==> src/include/spi_eeprom_params.svh <==
// Constants for the serial EEPROM command, status and protection block
`ifndef SPI_EEPROM_PARAMS_SVH
`define SPI_EEPROM_PARAMS_SVH

// ****************************************************************
// Opcodes
// ****************************************************************
`define OPC_SET_WRITE_LATCH 8'h06
`define OPC_CLEAR_WRITE_LATCH 8'h04
`define OPC_STATUS_READ 8'h05
`define OPC_STATUS_WRITE 8'h01
`define OPC_ARRAY_READ 8'h03
`define OPC_ARRAY_WRITE 8'h02

// ****************************************************************
// Status byte fields and reset values
// ****************************************************************
`define ST_BUSY_BIT 0
`define ST_WEL_BIT 1
`define ST_GUARD_LOW_BIT 2
`define ST_GUARD_HIGH_BIT 3
`define ST_LOCK_BIT 7
`define ST_GUARD_RST 2'h0
`define ST_LOCK_RST 1'h0

// ****************************************************************
// Guarded array ranges, by block guard code
// ****************************************************************
`define GUARD_QUARTER_BASE 16'hC000
`define GUARD_HALF_BASE 16'h8000
`define GUARD_WHOLE_BASE 16'h0000
`define ADDR_WIDTH 16

// ****************************************************************
// Timing
// ****************************************************************
`define CORE_CLK_PERIOD_NS 25
`define SELF_TIMED_CYCLE_TIME_US 5000
`define SELF_TIMED_CYCLE_TICKS \
  ((`SELF_TIMED_CYCLE_TIME_US * 1000) / `CORE_CLK_PERIOD_NS)

`endif

==> src/include/spi_eeprom_pkg.sv <==
// Types for the serial EEPROM command, status and protection block
package spi_eeprom_pkg;

  typedef enum logic [8:0] {
    S_IDLE     = 9'h001,
    S_OPCODE   = 9'h002,
    S_WAIT_CS  = 9'h004,
    S_STAT_OUT = 9'h008,
    S_STAT_IN  = 9'h010,
    S_ADDR     = 9'h020,
    S_ARR_WR   = 9'h040,
    S_ARR_RD   = 9'h080,
    S_IGNORE   = 9'h100
  } state_t;

  typedef enum logic {
    CYC_ARRAY  = 1'b0,
    CYC_STATUS = 1'b1
  } cycle_kind_t;

endpackage

==> src/rtl/spi_eeprom_command_status_protection.sv <==
// Opcode decoder, status register and write guard of a serial EEPROM
`timescale 1ns/100ps
`include "spi_eeprom_params.svh"

module spi_eeprom_command_status_protection
  import spi_eeprom_pkg::*;
#(
  parameter int unsigned CYCLE_TICKS = `SELF_TIMED_CYCLE_TICKS
) (
  input wire logic core_clk,
  input wire logic srst,
  input wire logic spi_sck,
  input wire logic spi_cs_n,
  input wire logic spi_mosi,
  input wire logic write_protect_n,
  output logic spi_miso,
  output logic spi_miso_oe,
  output logic array_write_start,
  output logic array_read_active,
  output logic [`ADDR_WIDTH-1:0] array_addr,
  output logic write_busy_flag,
  output logic write_enable_latch_flag,
  output logic hard_guard_mode,
  output logic soft_guard_mode,
  output logic [7:0] status_register
);

  localparam int CW = $clog2(CYCLE_TICKS + 1);
  localparam logic [CW-1:0] LAST_TICK = CW'(CYCLE_TICKS - 1);

  if (CYCLE_TICKS < 1) begin : g_bad_ticks
    $error("CYCLE_TICKS must be at least one");
  end

  // ****************************************************************
  // Pin synchronisers and edge detection
  // ****************************************************************
  // Chip select chain resets low so a select held low through reset is
  // not taken as a falling edge: a fresh fall is required after reset.
  logic sck_m_q, sck_s_q, sck_p_q;
  logic cs_m_q, cs_s_q, cs_p_q;
  logic mosi_m_q, mosi_s_q;
  logic wp_m_q, wp_s_q;

  always_ff @(posedge core_clk) begin
    if (srst) begin
      sck_m_q <= 1'b0;
      sck_s_q <= 1'b0;
      sck_p_q <= 1'b0;
      cs_m_q <= 1'b0;
      cs_s_q <= 1'b0;
      cs_p_q <= 1'b0;
      mosi_m_q <= 1'b0;
      mosi_s_q <= 1'b0;
      wp_m_q <= 1'b0;
      wp_s_q <= 1'b0;
    end else begin
      sck_m_q <= spi_sck;
      sck_s_q <= sck_m_q;
      sck_p_q <= sck_s_q;
      cs_m_q <= spi_cs_n;
      cs_s_q <= cs_m_q;
      cs_p_q <= cs_s_q;
      mosi_m_q <= spi_mosi;
      mosi_s_q <= mosi_m_q;
      wp_m_q <= write_protect_n;
      wp_s_q <= wp_m_q;
    end
  end

  wire sck_rise = sck_s_q & ~sck_p_q;
  wire sck_fall = ~sck_s_q & sck_p_q;
  wire cs_fall = ~cs_s_q & cs_p_q;
  wire cs_rise = cs_s_q & ~cs_p_q;

  // ****************************************************************
  // State and shift registers
  // ****************************************************************
  state_t state_q, state_d;
  logic [2:0] bit_cnt_q;
  logic [7:0] in_sr_q;
  logic [7:0] cmd_q;
  logic addr_hi_q;
  logic got_byte_q;
  logic [`ADDR_WIDTH-1:0] addr_q;
  logic [2:0] out_cnt_q;
  logic [6:0] out_sr_q;
  logic miso_q;
  logic wr_start_q;

  logic busy_q, wel_q, lock_q, lock_new_q;
  logic [1:0] guard_q, guard_new_q;
  cycle_kind_t kind_q;
  logic [CW-1:0] cyc_cnt_q;

  wire byte_end = sck_rise && (bit_cnt_q == 3'h7);
  wire [7:0] opcode_full = {in_sr_q[6:0], mosi_s_q};
  wire in_opcode = (state_q == S_OPCODE);
  wire in_wait = (state_q == S_WAIT_CS);

  // Hard guard is a live AND of lock and pin, so the order in which they
  // arrive does not matter; only the pin, or a status write accepted before the pin fell, can end it.
  wire hard_guard = lock_q & ~wp_s_q;

  // ****************************************************************
  // Opcode decode
  // ****************************************************************
  wire opc_set = (opcode_full == `OPC_SET_WRITE_LATCH);
  wire opc_clr = (opcode_full == `OPC_CLEAR_WRITE_LATCH);
  wire opc_srd = (opcode_full == `OPC_STATUS_READ);
  wire opc_swr = (opcode_full == `OPC_STATUS_WRITE);
  wire opc_ard = (opcode_full == `OPC_ARRAY_READ);
  wire opc_awr = (opcode_full == `OPC_ARRAY_WRITE);
  wire opc_bad = ~(opc_set | opc_clr | opc_srd | opc_swr | opc_ard | opc_awr);

  // ****************************************************************
  // Guarded range check
  // ****************************************************************
  logic addr_guarded;
  always_comb begin
    unique case (guard_q)
      2'h0: addr_guarded = 1'b0;
      2'h1: addr_guarded = (addr_q >= `GUARD_QUARTER_BASE);
      2'h2: addr_guarded = (addr_q >= `GUARD_HALF_BASE);
      2'h3: addr_guarded = (addr_q >= `GUARD_WHOLE_BASE);
    endcase
  end

  // ****************************************************************
  // Execution at chip select rise
  // ****************************************************************
  wire exec_set = cs_rise && in_wait && (cmd_q == `OPC_SET_WRITE_LATCH);
  wire exec_clr = cs_rise && in_wait && (cmd_q == `OPC_CLEAR_WRITE_LATCH);
  wire swr_framed = cs_rise && in_wait && (cmd_q == `OPC_STATUS_WRITE);
  wire exec_swr = swr_framed && wel_q && !busy_q && !hard_guard;
  // Array write must end on a byte boundary with at least one data byte.
  wire awr_framed = cs_rise && (state_q == S_ARR_WR) &&
                    (bit_cnt_q == 3'h0) && got_byte_q;
  wire exec_awr = awr_framed && wel_q && !busy_q && !addr_guarded;
  wire cyc_done = busy_q && (cyc_cnt_q == LAST_TICK);

  // ****************************************************************
  // Sequencer
  // ****************************************************************
  always_comb begin
    state_d = state_q;
    if (cs_s_q) begin
      state_d = S_IDLE;
    end else begin
      unique case (state_q)
        S_IDLE: begin
          if (cs_fall) begin
            state_d = S_OPCODE;
          end
        end
        S_OPCODE: begin
          if (byte_end) begin
            if (opc_set || opc_clr) begin
              state_d = S_WAIT_CS;
            end else if (opc_srd) begin
              state_d = S_STAT_OUT;
            end else if (opc_swr) begin
              state_d = S_STAT_IN;
            end else if (opc_awr || (opc_ard && !busy_q)) begin
              state_d = S_ADDR;
            end else begin
              state_d = S_IGNORE;
            end
          end
        end
        S_WAIT_CS: begin
          // A clock rise past the last bit voids the instruction.
          if (sck_rise) begin
            state_d = S_IGNORE;
          end
        end
        S_STAT_IN: begin
          if (byte_end) begin
            state_d = S_WAIT_CS;
          end
        end
        S_ADDR: begin
          if (byte_end && addr_hi_q) begin
            state_d = (cmd_q == `OPC_ARRAY_READ) ? S_ARR_RD : S_ARR_WR;
          end
        end
        S_STAT_OUT, S_ARR_WR, S_ARR_RD, S_IGNORE: begin
          state_d = state_q;
        end
        default: begin
          state_d = S_IGNORE;
        end
      endcase
    end
  end

  always_ff @(posedge core_clk) begin
    if (srst) begin
      state_q <= S_IDLE;
      bit_cnt_q <= 3'h0;
      in_sr_q <= 8'h00;
      cmd_q <= 8'h00;
      addr_hi_q <= 1'b0;
      got_byte_q <= 1'b0;
      addr_q <= '0;
    end else begin
      state_q <= state_d;
      if (state_q == S_IDLE) begin
        bit_cnt_q <= 3'h0;
        addr_hi_q <= 1'b0;
        got_byte_q <= 1'b0;
      end else if (sck_rise) begin
        bit_cnt_q <= bit_cnt_q + 3'h1;
        in_sr_q <= opcode_full;
      end
      if (in_opcode && byte_end) begin
        cmd_q <= opcode_full;
      end
      if ((state_q == S_ADDR) && sck_rise) begin
        addr_q <= {addr_q[`ADDR_WIDTH-2:0], mosi_s_q};
      end
      if ((state_q == S_ADDR) && byte_end) begin
        addr_hi_q <= 1'b1;
      end
      if ((state_q == S_ARR_WR) && byte_end) begin
        got_byte_q <= 1'b1;
      end
    end
  end

  // ****************************************************************
  // Status register and self-timed cycle
  // ****************************************************************
  // Guard and lock reset to their delivery values: reset here stands in
  // for first power-up, not for a later power cycle of the real cells.
  always_ff @(posedge core_clk) begin
    if (srst) begin
      busy_q <= 1'b0;
      wel_q <= 1'b0;
      lock_q <= `ST_LOCK_RST;
      guard_q <= `ST_GUARD_RST;
      lock_new_q <= `ST_LOCK_RST;
      guard_new_q <= `ST_GUARD_RST;
      kind_q <= CYC_ARRAY;
      cyc_cnt_q <= '0;
      wr_start_q <= 1'b0;
    end else begin
      wr_start_q <= exec_awr;
      if (exec_swr || exec_awr) begin
        busy_q <= 1'b1;
        cyc_cnt_q <= '0;
        kind_q <= exec_swr ? CYC_STATUS : CYC_ARRAY;
      end else if (cyc_done) begin
        busy_q <= 1'b0;
      end else if (busy_q) begin
        cyc_cnt_q <= cyc_cnt_q + CW'(1);
      end
      if (exec_swr) begin
        lock_new_q <= in_sr_q[`ST_LOCK_BIT];
        guard_new_q <= in_sr_q[`ST_GUARD_HIGH_BIT:`ST_GUARD_LOW_BIT];
      end
      if (cyc_done && (kind_q == CYC_STATUS)) begin
        lock_q <= lock_new_q;
        guard_q <= guard_new_q;
      end
      // A set arriving with a clearing event wins.
      if (exec_set) begin
        wel_q <= 1'b1;
      end else if (exec_clr || cyc_done) begin
        wel_q <= 1'b0;
      end
    end
  end

  logic [7:0] status_byte;
  always_comb begin
    status_byte = 8'h00;
    status_byte[`ST_BUSY_BIT] = busy_q;
    status_byte[`ST_WEL_BIT] = wel_q;
    status_byte[`ST_GUARD_HIGH_BIT:`ST_GUARD_LOW_BIT] = guard_q;
    status_byte[`ST_LOCK_BIT] = lock_q;
  end

  // ****************************************************************
  // Status read-out
  // ****************************************************************
  // Each new byte takes a fresh snapshot so polling sees busy drop.
  always_ff @(posedge core_clk) begin
    if (srst) begin
      out_cnt_q <= 3'h0;
      out_sr_q <= 7'h00;
      miso_q <= 1'b0;
    end else if (state_q != S_STAT_OUT) begin
      out_cnt_q <= 3'h0;
    end else if (sck_fall) begin
      out_cnt_q <= out_cnt_q + 3'h1;
      if (out_cnt_q == 3'h0) begin
        {miso_q, out_sr_q} <= status_byte;
      end else begin
        {miso_q, out_sr_q} <= {out_sr_q, 1'b0};
      end
    end
  end

  assign spi_miso = miso_q;
  assign spi_miso_oe = (state_q == S_STAT_OUT);
  assign array_write_start = wr_start_q;
  assign array_read_active = (state_q == S_ARR_RD);
  assign array_addr = addr_q;
  assign write_busy_flag = busy_q;
  assign write_enable_latch_flag = wel_q;
  assign hard_guard_mode = hard_guard;
  assign soft_guard_mode = ~hard_guard;
  assign status_register = status_byte;

  logic [CW-1:0] busy_run_q;
  always_ff @(posedge core_clk) begin
    if (srst || !busy_q) begin
      busy_run_q <= '0;
    end else begin
      busy_run_q <= busy_run_q + CW'(1);
    end
  end
endmodule

==> config.mk <==
export PLATFORM = sky130hd
export DESIGN_NAME = spi_eeprom_command_status_protection
export DESIGN_NICKNAME = d
export VERILOG_FILES = /design/src/include/spi_eeprom_pkg.sv /design/src/rtl/spi_eeprom_command_status_protection.sv
export VERILOG_INCLUDE_DIRS = /design/src /design/src/include
export SDC_FILE = /design/constraint.sdc
export NUM_CORES = 1
export LEC_CHECK = 0
export BUFFER_PORTS_ARGS = -buffer_cell sky130_fd_sc_hd__clkbuf_2
export CORE_ASPECT_RATIO = 1.25
export CORE_UTILIZATION = 44
export DETAILED_ROUTE_END_ITERATION = 10
export GPL_TIMING_DRIVEN = 0
export PLACE_DENSITY = 0.63
export SLEW_MARGIN = 15
export SYNTH_ARGS = -nofsm -noshare
export SYNTH_HDL_FRONTEND = slang
export SYNTH_SLANG_ARGS = --single-unit
==> constraint.sdc <==
create_clock -name core_clk -period 3.4 [get_ports core_clk]
set_input_delay 0.51 -clock core_clk [delete_from_list [all_inputs] [get_ports core_clk]]
set_output_delay 0.51 -clock core_clk [all_outputs]
set_load 0.005 [all_outputs]
==> qor.log, run 1 <==
INFO  synth          synth.area.top_cells=dfxtp_1 (46%), mux2i_1 (7.7%), nor2_1 (6.1%)
INFO  route          totalWireLength=8571um
INFO  sta            actual_slew_at_the_worst_max_slew_pin=0.5537ns
INFO  synth          synth.avg_cell_area=8.876um2
INFO  clock_tree     worst_skew_pair.late_latency=0.34ns
INFO  clock_tree     cts_setup_buffers=0
INFO  sta            timing.final.setup_violations=0
INFO  worst_setup_path timing.critical_path.slowest_cell_delay=0.36ns
INFO  final_layout   drive_above_1_share=0.1481
INFO  final_layout   layout.cells.non_filler=643
INFO  global_routing grt_use_total=0.1904
INFO  synth          synth_top_area_frac=0.4559
INFO  synth          synthMuxAreaShare=0.07678
INFO  power_and_ir_drop post-layout-total-power=0.002575W
INFO  worst_setup_path timing.critical_path.to_type=output port
INFO  synth          synth_xor_area_frac=0.03149
INFO  clock_tree     cts_tree=yes
INFO  synth          ys_warn_count=0
INFO  floorplan      num_io_pins=38
INFO  synth          netlist_instances=470
INFO  placement      place.detailed.hpwl=6306um
INFO  worst_setup_path reg2reg_slack=1.14ns
INFO  worst_setup_path critical_path.startpoint=state_q[2]
INFO  clock_tree     cts.path.max_buffers=2
INFO  power_and_ir_drop pwr-share-clk=0.427
INFO  power_and_ir_drop ir_drop=0.0002547V
INFO  power_and_ir_drop total_leakage_power=1.854nW
INFO  synth          post_synthesis_compound_gate_area_fraction=0.09268
INFO  min_path       min_delay_path_depth=2
INFO  global_routing global_route.overflow_total=0
INFO  placement      port_buffers=33
INFO  worst_setup_path cp_cell_sequence=buf_2 > nor3_2 > nand4_1 > inv_1 > clkbuf_2
INFO  sta            report.final.slew_viol_count=0
INFO  power_and_ir_drop power.internal=0.001948W
INFO  clock_tree     cts.hold.buffers_added=0
INFO  clock_tree     cts_made_buffers=9
INFO  global_routing grt_antenna_before_repair=0
INFO  power_and_ir_drop swShare=0.2437
INFO  worst_setup_path crit_path_top_delay_cell=nand4_1
INFO  clock_tree     clk_pin_slew_worst_paths=0.06ns
INFO  synth          synth_top_area_cell=dfxtp_1
INFO  status         status=complete, no violations
INFO  synth          post_synth_and_or_nand_nor_area_fraction=0.2750
INFO  route          drt_pass_1_iters=4
INFO  job            max_cap_violations=0
INFO  sta            holdWs=0.3858ns
INFO  worst_setup_path r2r_cells=8
INFO  route          vias_per_cell=5.131
INFO  worst_setup_path crit_arrival=1.80ns
INFO  floorplan      placeableCoreArea=9174um2
INFO  route          drcViolationCount=0
INFO  floorplan      die_h=110.9um
INFO  synth          ys_dominant_reg_cell=dfxtp_1
INFO  floorplan      initial_cell_density_of_the_core=0.4547
INFO  floorplan      die-width=89.09um
INFO  placement      gpl.final_weighted_congestion=0.8827
INFO  floorplan      rows=39
INFO  synth          syn-cell-area=4172um2
INFO  synth          ys_ff_latch=95
INFO  worst_setup_path critical_path.reg2reg.startpoint=state_q[2]
INFO  final_layout   fill_cells=911
INFO  route          via_count=3,299
INFO  sta            tns=0ns
INFO  final_layout   flow.area_growth_from_synthesis=15.72%
INFO  power_and_ir_drop p_switching=0.0006276W
INFO  global_routing first_global_vias=3,084
INFO  synth          synth_enable_flop_cells=0
INFO  final_layout   diodes=0
INFO  sta            timing.clock.skew=0.006376ns
INFO  final_layout   final-seq-area=1902um2
INFO  worst_setup_path worstSetupStartpointType=register
INFO  synth          yosys.area_share.adder=0.01800
INFO  placement      dpl.cell_count=628
INFO  sta            max_clock_freq=433.8MHz
INFO  sta            layout_worst_path_cycle_share=0.6780
INFO  synth          synthMostInstantiatedCell=dfxtp_1
INFO  power_and_ir_drop pwr-share-comb=0.128
INFO  power_and_ir_drop p_seq_frac=0.445
INFO  worst_setup_path timing.rr.end=array_addr[15]
INFO  worst_setup_path criticalPathCategory=reg -> out
INFO  route          drtIter0Drc=166
INFO  global_routing grt_start_max_net_pins=16
INFO  final_layout   multiInputGateArea=2072um2
INFO  worst_setup_path timing.critical_path.required=2.89ns
INFO  power_and_ir_drop power.density=533.5nW/um2
INFO  worst_setup_path cp_max_fo=10
INFO  sta            slew_headroom=0.6296
INFO  synth          combinational_family_with_the_most_area_after_synthesis=simple AND/OR/NAND/NOR gates
INFO  floorplan      die_area=9877um2
INFO  final_layout   final_nets=528
INFO  sta            timing.final.hold_violations=0
INFO  synth          synth-seq-area-share=0.4559
INFO  route          ant_nets=0
INFO  clock_tree     clock_tree.htree_level_count=3
INFO  global_routing grt_first_pass_wirelength=14,610um
INFO  min_path       hold_path.class=in -> reg
INFO  sta            unrepaired_setup_endpoints_after_global_routing=no
INFO  route          wl_per_cell=13.33um
INFO  clock_tree     root_buffer=clkbuf_16
INFO  clock_tree     cts_repair_resize_count=0
INFO  clock_tree     clock-sinks=95
INFO  synth          synth-async-reset-ratio=0
INFO  synth          synth_commonest_cells=dfxtp_1 (95), nor2_1 (68), nand2_1 (56)
INFO  synth          synth_cell_type_count=57
INFO  sta            final_critical_path_required_period=2.305ns
INFO  worst_setup_path critPathCapture=spi_miso_oe
==> worst min path at each step <==
| stage | from | end | slack [ns] |
|---|---|---|---|
| 2_1_floorplan | cs_m_q | cs_s_q | 0.41 |
| 3_3_place_gp | cs_m_q | cs_s_q | 0.42 |
| 3_5_place_dp | mosi_m_q | mosi_s_q | 0.43 |
| 4_1_cts | spi_sck | sck_m_q | 0.38 |
| 5_1_grt | spi_sck | sck_m_q | 0.38 |
| 6_report | spi_sck | sck_m_q | 0.39 |
==> power groups by stage <==
| stage | clock, W | sequential (W) | combinational [W] |
|---|---|---|---|
| final | 0.00110 | 0.00115 | 0.000330 |
| after detailed placement | 0 | 0.00117 | 0.000329 |
| after global routing | 0.00117 | 0.00115 | 0.000361 |
| after global placement | 0 | 0.00117 | 0.000324 |
| after floorplan | 0 | 0.00117 | 0.000266 |
| after CTS | 0.00113 | 0.00115 | 0.000331 |
==> cell families after synthesis <==
group	Yosys count
AND/OR/NAND/NOR	221
flip-flops	95
AO/OA/AOI/OAI	59
buffers and inverters	41
multiplexers	32
XOR/XNOR	15
adder cells (fa/ha/maj)	6
other	1
==> layout make-up <==
cell class | count | share of cell area
Clock inverter | 4 | 0.01581
Inverter | 11 | 0.008554
Tap cell | 123 | 0.03188
Sequential cell | 95 | 0.3940
Timing Repair Buffer | 33 | 0.03421
Buffer | 30 | 0.03396
Clock buffer | 11 | 0.05236
Multi-Input combinational cell | 336 | 0.4292
==> metal layers <==
metal | up-vias | track usage | wire length [um]
met5 | - | 0 | 0
met4 | 0 | 0.05608 | 176
met3 | 12 | 0.05361 | 233
met2 | 48 | 0.3150 | 4199
met1 | 1550 | 0.2372 | 3961
li1 | 1689 | - | -
==> per-stage QoR <==
| stage | utilization | setup slack, ns | cell area [um2] |
|---|---|---|---|
| after floorplan | - | 1.575 | 4179 |
| after global placement | 0.4903 | 1.214 | 4498 |
| after detailed placement | 0.4903 | 1.201 | 4498 |
| after CTS | 0.5262 | 1.113 | 4827 |
| after global routing | 0.5262 | 0.9438 | 4827 |
| final | 0.5262 | 1.095 | 4827 |
==> critical path, delay by kind of cell, from the launching register on <==
kind	cells	cell delay, ns
buffers and inverters	3	0.46
DFF	1	0.29
and+or+nand+nor	2	0.71
==> flip-flops by register name (all words and copies together) (netlist names), 2 cells and up <==
| register | cells |
|---|---|
| array_addr | 16 |
| bit_cnt_q | 3 |
| cmd_q | 8 |
| cyc_cnt_q | 18 |
| guard_new_q | 2 |
| guard_q | 2 |
| in_sr_q | 8 |
| out_cnt_q | 3 |
| out_sr_q | 7 |
| state_q | 9 |
==> layout by cell type, fill, tap and decap left out, drive strengths merged, types with 5 or more instances in the layout <==
cell / Yosys / final
dfxtp: 95 / 95
buf: 16 / 16
xnor2: 6 / 6
a21oi: 31 / 31
nand4: 6 / 6
nand3: 16 / 16
nand2b: 7 / 7
clkbuf: 14 / 58
nand2: 56 / 56
nor2: 70 / 70
nor3: 11 / 11
nand4b: 6 / 6
ha: 6 / 6
mux2i: 32 / 32
a211oi: 7 / 7
inv: 11 / 12
nor4b: 5 / 5
nor2b: 17 / 17
xor2: 9 / 9
No activity file was read; power rests on OpenSTA's default activity.
==> inputs of run 2 (changes only) <==
PLACE_DENSITY = 0.65   (was 0.63)
clock period = 1.9 ns   (was 3.4 ns; I/O delays follow)
==> qor.log, run 2 (same netlist as run 1, synthesis figures left out) <==
INFO  route          drt_pass_1_iters=4
INFO  floorplan      initial_cell_density_of_the_core=0.4547
INFO  power_and_ir_drop pwr-share-clk=0.360
INFO  global_routing first_global_vias=3,217
INFO  route          ant_nets=0
INFO  global_routing grt_first_pass_wirelength=14,970um
INFO  floorplan      num_io_pins=38
INFO  clock_tree     cts.hold.buffers_added=0
INFO  clock_tree     cts_made_buffers=9
INFO  global_routing global_route.overflow_total=0
INFO  worst_setup_path reg2reg_slack=-0.16ns
INFO  clock_tree     clock_tree.htree_level_count=3
INFO  placement      dpl.cell_count=628
INFO  status         status=complete, but fails checks
INFO  placement      place.detailed.hpwl=6244um
INFO  global_routing grt_antenna_before_repair=0
INFO  route          drtIter0Drc=127
INFO  worst_setup_path critical_path.startpoint=state_q[1]
INFO  clock_tree     cts_tree=yes
INFO  final_layout   top_library_cells_by_usage_in_the_layout_fill_and_taps_aside=dfxtp_1 (89), nor2_1 (67), nand2_1 (55), clkbuf_2 (33), mux2i_1 (32)
INFO  route          drcViolationCount=0
INFO  worst_setup_path critical_path.reg2reg.startpoint=state_q[1]
INFO  final_layout   regMostFlops=cyc_cnt_q
INFO  sta            unrepaired_setup_endpoints_after_global_routing=yes
INFO  final_layout   layout.cell_area.non_filler=5161um2
INFO  power_and_ir_drop p_switching=0.001251W
INFO  power_and_ir_drop swShare=0.2773
INFO  global_routing grt_start_max_net_pins=16
INFO  floorplan      die_area=9877um2
INFO  route          wl_per_cell=14.35um
INFO  worst_setup_path crit_arrival=2.32ns
INFO  route          vias_per_cell=5.196
INFO  floorplan      rows=39
INFO  power_and_ir_drop power.density=874.0nW/um2
INFO  final_layout   flow.area_growth_from_synthesis=23.73%
INFO  global_routing grt_use_total=0.1965
INFO  power_and_ir_drop p_seq_frac=0.457
INFO  clock_tree     clock-sinks=95
INFO  final_layout   mostFrequentLayoutCell=dfxtp_1
INFO  sta            actual_slew_at_the_worst_max_slew_pin=0.5627ns
INFO  clock_tree     clk_pin_slew_worst_paths=0.06ns
INFO  power_and_ir_drop power.internal=0.003260W
INFO  sta            timing.final.setup_violations=20
INFO  status         violations=setup timing
INFO  final_layout   drive_above_1_share=0.2285
INFO  sta            slew_headroom=0.6249
INFO  placement      gpl.final_weighted_congestion=0.8525
INFO  sta            timing.clock.skew=0.008074ns
INFO  sta            setup_slack=-0.1561ns
INFO  sta            final_critical_path_required_period=2.056ns
INFO  floorplan      die_h=110.9um
INFO  worst_setup_path cp_max_fo=10
INFO  min_path       min_delay_path_depth=2
INFO  final_layout   layout.cells.non_filler=657
INFO  job            max_cap_violations=0
INFO  clock_tree     root_buffer=clkbuf_16
INFO  clock_tree     cts.path.max_buffers=2
INFO  placement      detailed_place.area=4498um2
INFO  sta            layout_worst_path_cycle_share=1.082
INFO  power_and_ir_drop pwr-share-comb=0.183
INFO  worst_setup_path timing.rr.end=state_q[2]
INFO  sta            max_clock_freq=486.4MHz
INFO  worst_setup_path timing.critical_path.required=2.17ns
INFO  final_layout   final_nets=542
INFO  floorplan      die-width=89.09um
INFO  placement      port_buffers=33
INFO  worst_setup_path r2r_cells=7
INFO  final_layout   diodes=0
INFO  min_path       hold_path.class=in -> reg
INFO  final_layout   largest_register_ffs=18
INFO  sta            report.final.slew_viol_count=0
INFO  placement      post-place-ws=-0.3140ns
INFO  power_and_ir_drop ir_drop=0.0004017V
INFO  min_path       hold_path_end=wp_m_q
INFO  route          totalWireLength=9425um
INFO  route          via_count=3,414
INFO  worst_setup_path worstSetupStartpointType=register
INFO  floorplan      placeableCoreArea=9174um2
INFO  worst_setup_path timing.critical_path.to_type=register
INFO  clock_tree     worst_skew_pair.late_latency=0.34ns
INFO  power_and_ir_drop total_leakage_power=1.951nW
INFO  sta            timing.final.hold_violations=0
INFO  worst_setup_path criticalPathCategory=reg -> reg
INFO  min_path       worstHoldStart=write_protect_n
-- run 2: cell types whose count changed in the layout (fill, tap and decap cells not counted), moves of 4 or more --
cell,before,now
buf_6,2,6
dfxtp_1,95,89
buf_4,8,20
nor4b_1,4,0
-- run 2: metrics by stage --
stage / setup TNS, ns / util / total power [W] / hold WS [ns]
5_1_grt: -3.081 / 0.5626 / 0.004676 / 0.1649
3_3_place_gp: -6.748 / 0.4903 / 0.002674 / 0.4164
4_1_cts: -0.8167 / 0.5419 / 0.004506 / 0.1463
3_5_place_dp: -7.864 / 0.4903 / 0.002680 / 0.4247
2_1_floorplan: 0 / - / 0.002569 / 0.4132
6_report: -1.309 / 0.5626 / 0.004511 / 0.1541
-- run 2: repair_timing --
action                                  CTS  global route
pin swaps                                 9            18
setup buffers                             9             9
endpoints found under the setup margin   64            58
gates resized for setup                  30            30
gates cloned                              1             0
-- run 2: worst max-delay path, stage by stage (launching register included) --
cell	delay, ns
dfxtp_1	0.30
buf_2	0.27
nor2b_1	0.20
nand4b_1	0.23
or3_4	0.49
o31ai_1	0.27
a21oi_2	0.11
nor2_1	0.12
-- run 2: routing by layer --
layer / routed length, um / GRT usage
met3: 396 / 0.04617
met5: 0 / 0
met2: 4771 / 0.3364
met1: 4024 / 0.2330
met4: 233 / 0.07407
-- run 2: worst max path at each step --
stage	end	slack, ns	cells after the start
floorplan	cyc_cnt_q[3]	0.07	8
global placement	array_addr[15]	-0.29	8
detailed placement	array_addr[15]	-0.31	8
CTS	cyc_cnt_q[15]	-0.06	8
global route	state_q[5]	-0.20	7
finish	state_q[2]	-0.16	7
-- run 2: area by class of cell --
| class | count | area, um2 |
|---|---|---|
| Clock buffer | 10 | 229.0 |
| Tap cell | 123 | 153.9 |
| Buffer | 27 | 178.9 |
| Inverter | 11 | 41.29 |
| Fill cell | 837 | 4013 |
| Sequential cell | 95 | 1917 |
| Timing Repair Buffer | 49 | 317.8 |
| Multi-Input combinational cell | 337 | 2290 |
| Clock inverter | 5 | 33.78 |
-- run 2: power groups by stage --
| stage | combinational, W | sequential (W) | clock (W) |
|---|---|---|---|
| final | 0.000825 | 0.00206 | 0.00163 |
| after global routing | 0.000875 | 0.00206 | 0.00174 |
| after CTS | 0.000786 | 0.00206 | 0.00166 |
| after detailed placement | 0.000581 | 0.00210 | 0 |
| after global placement | 0.000575 | 0.00210 | 0 |
| after floorplan | 0.000477 | 0.00209 | 0 |
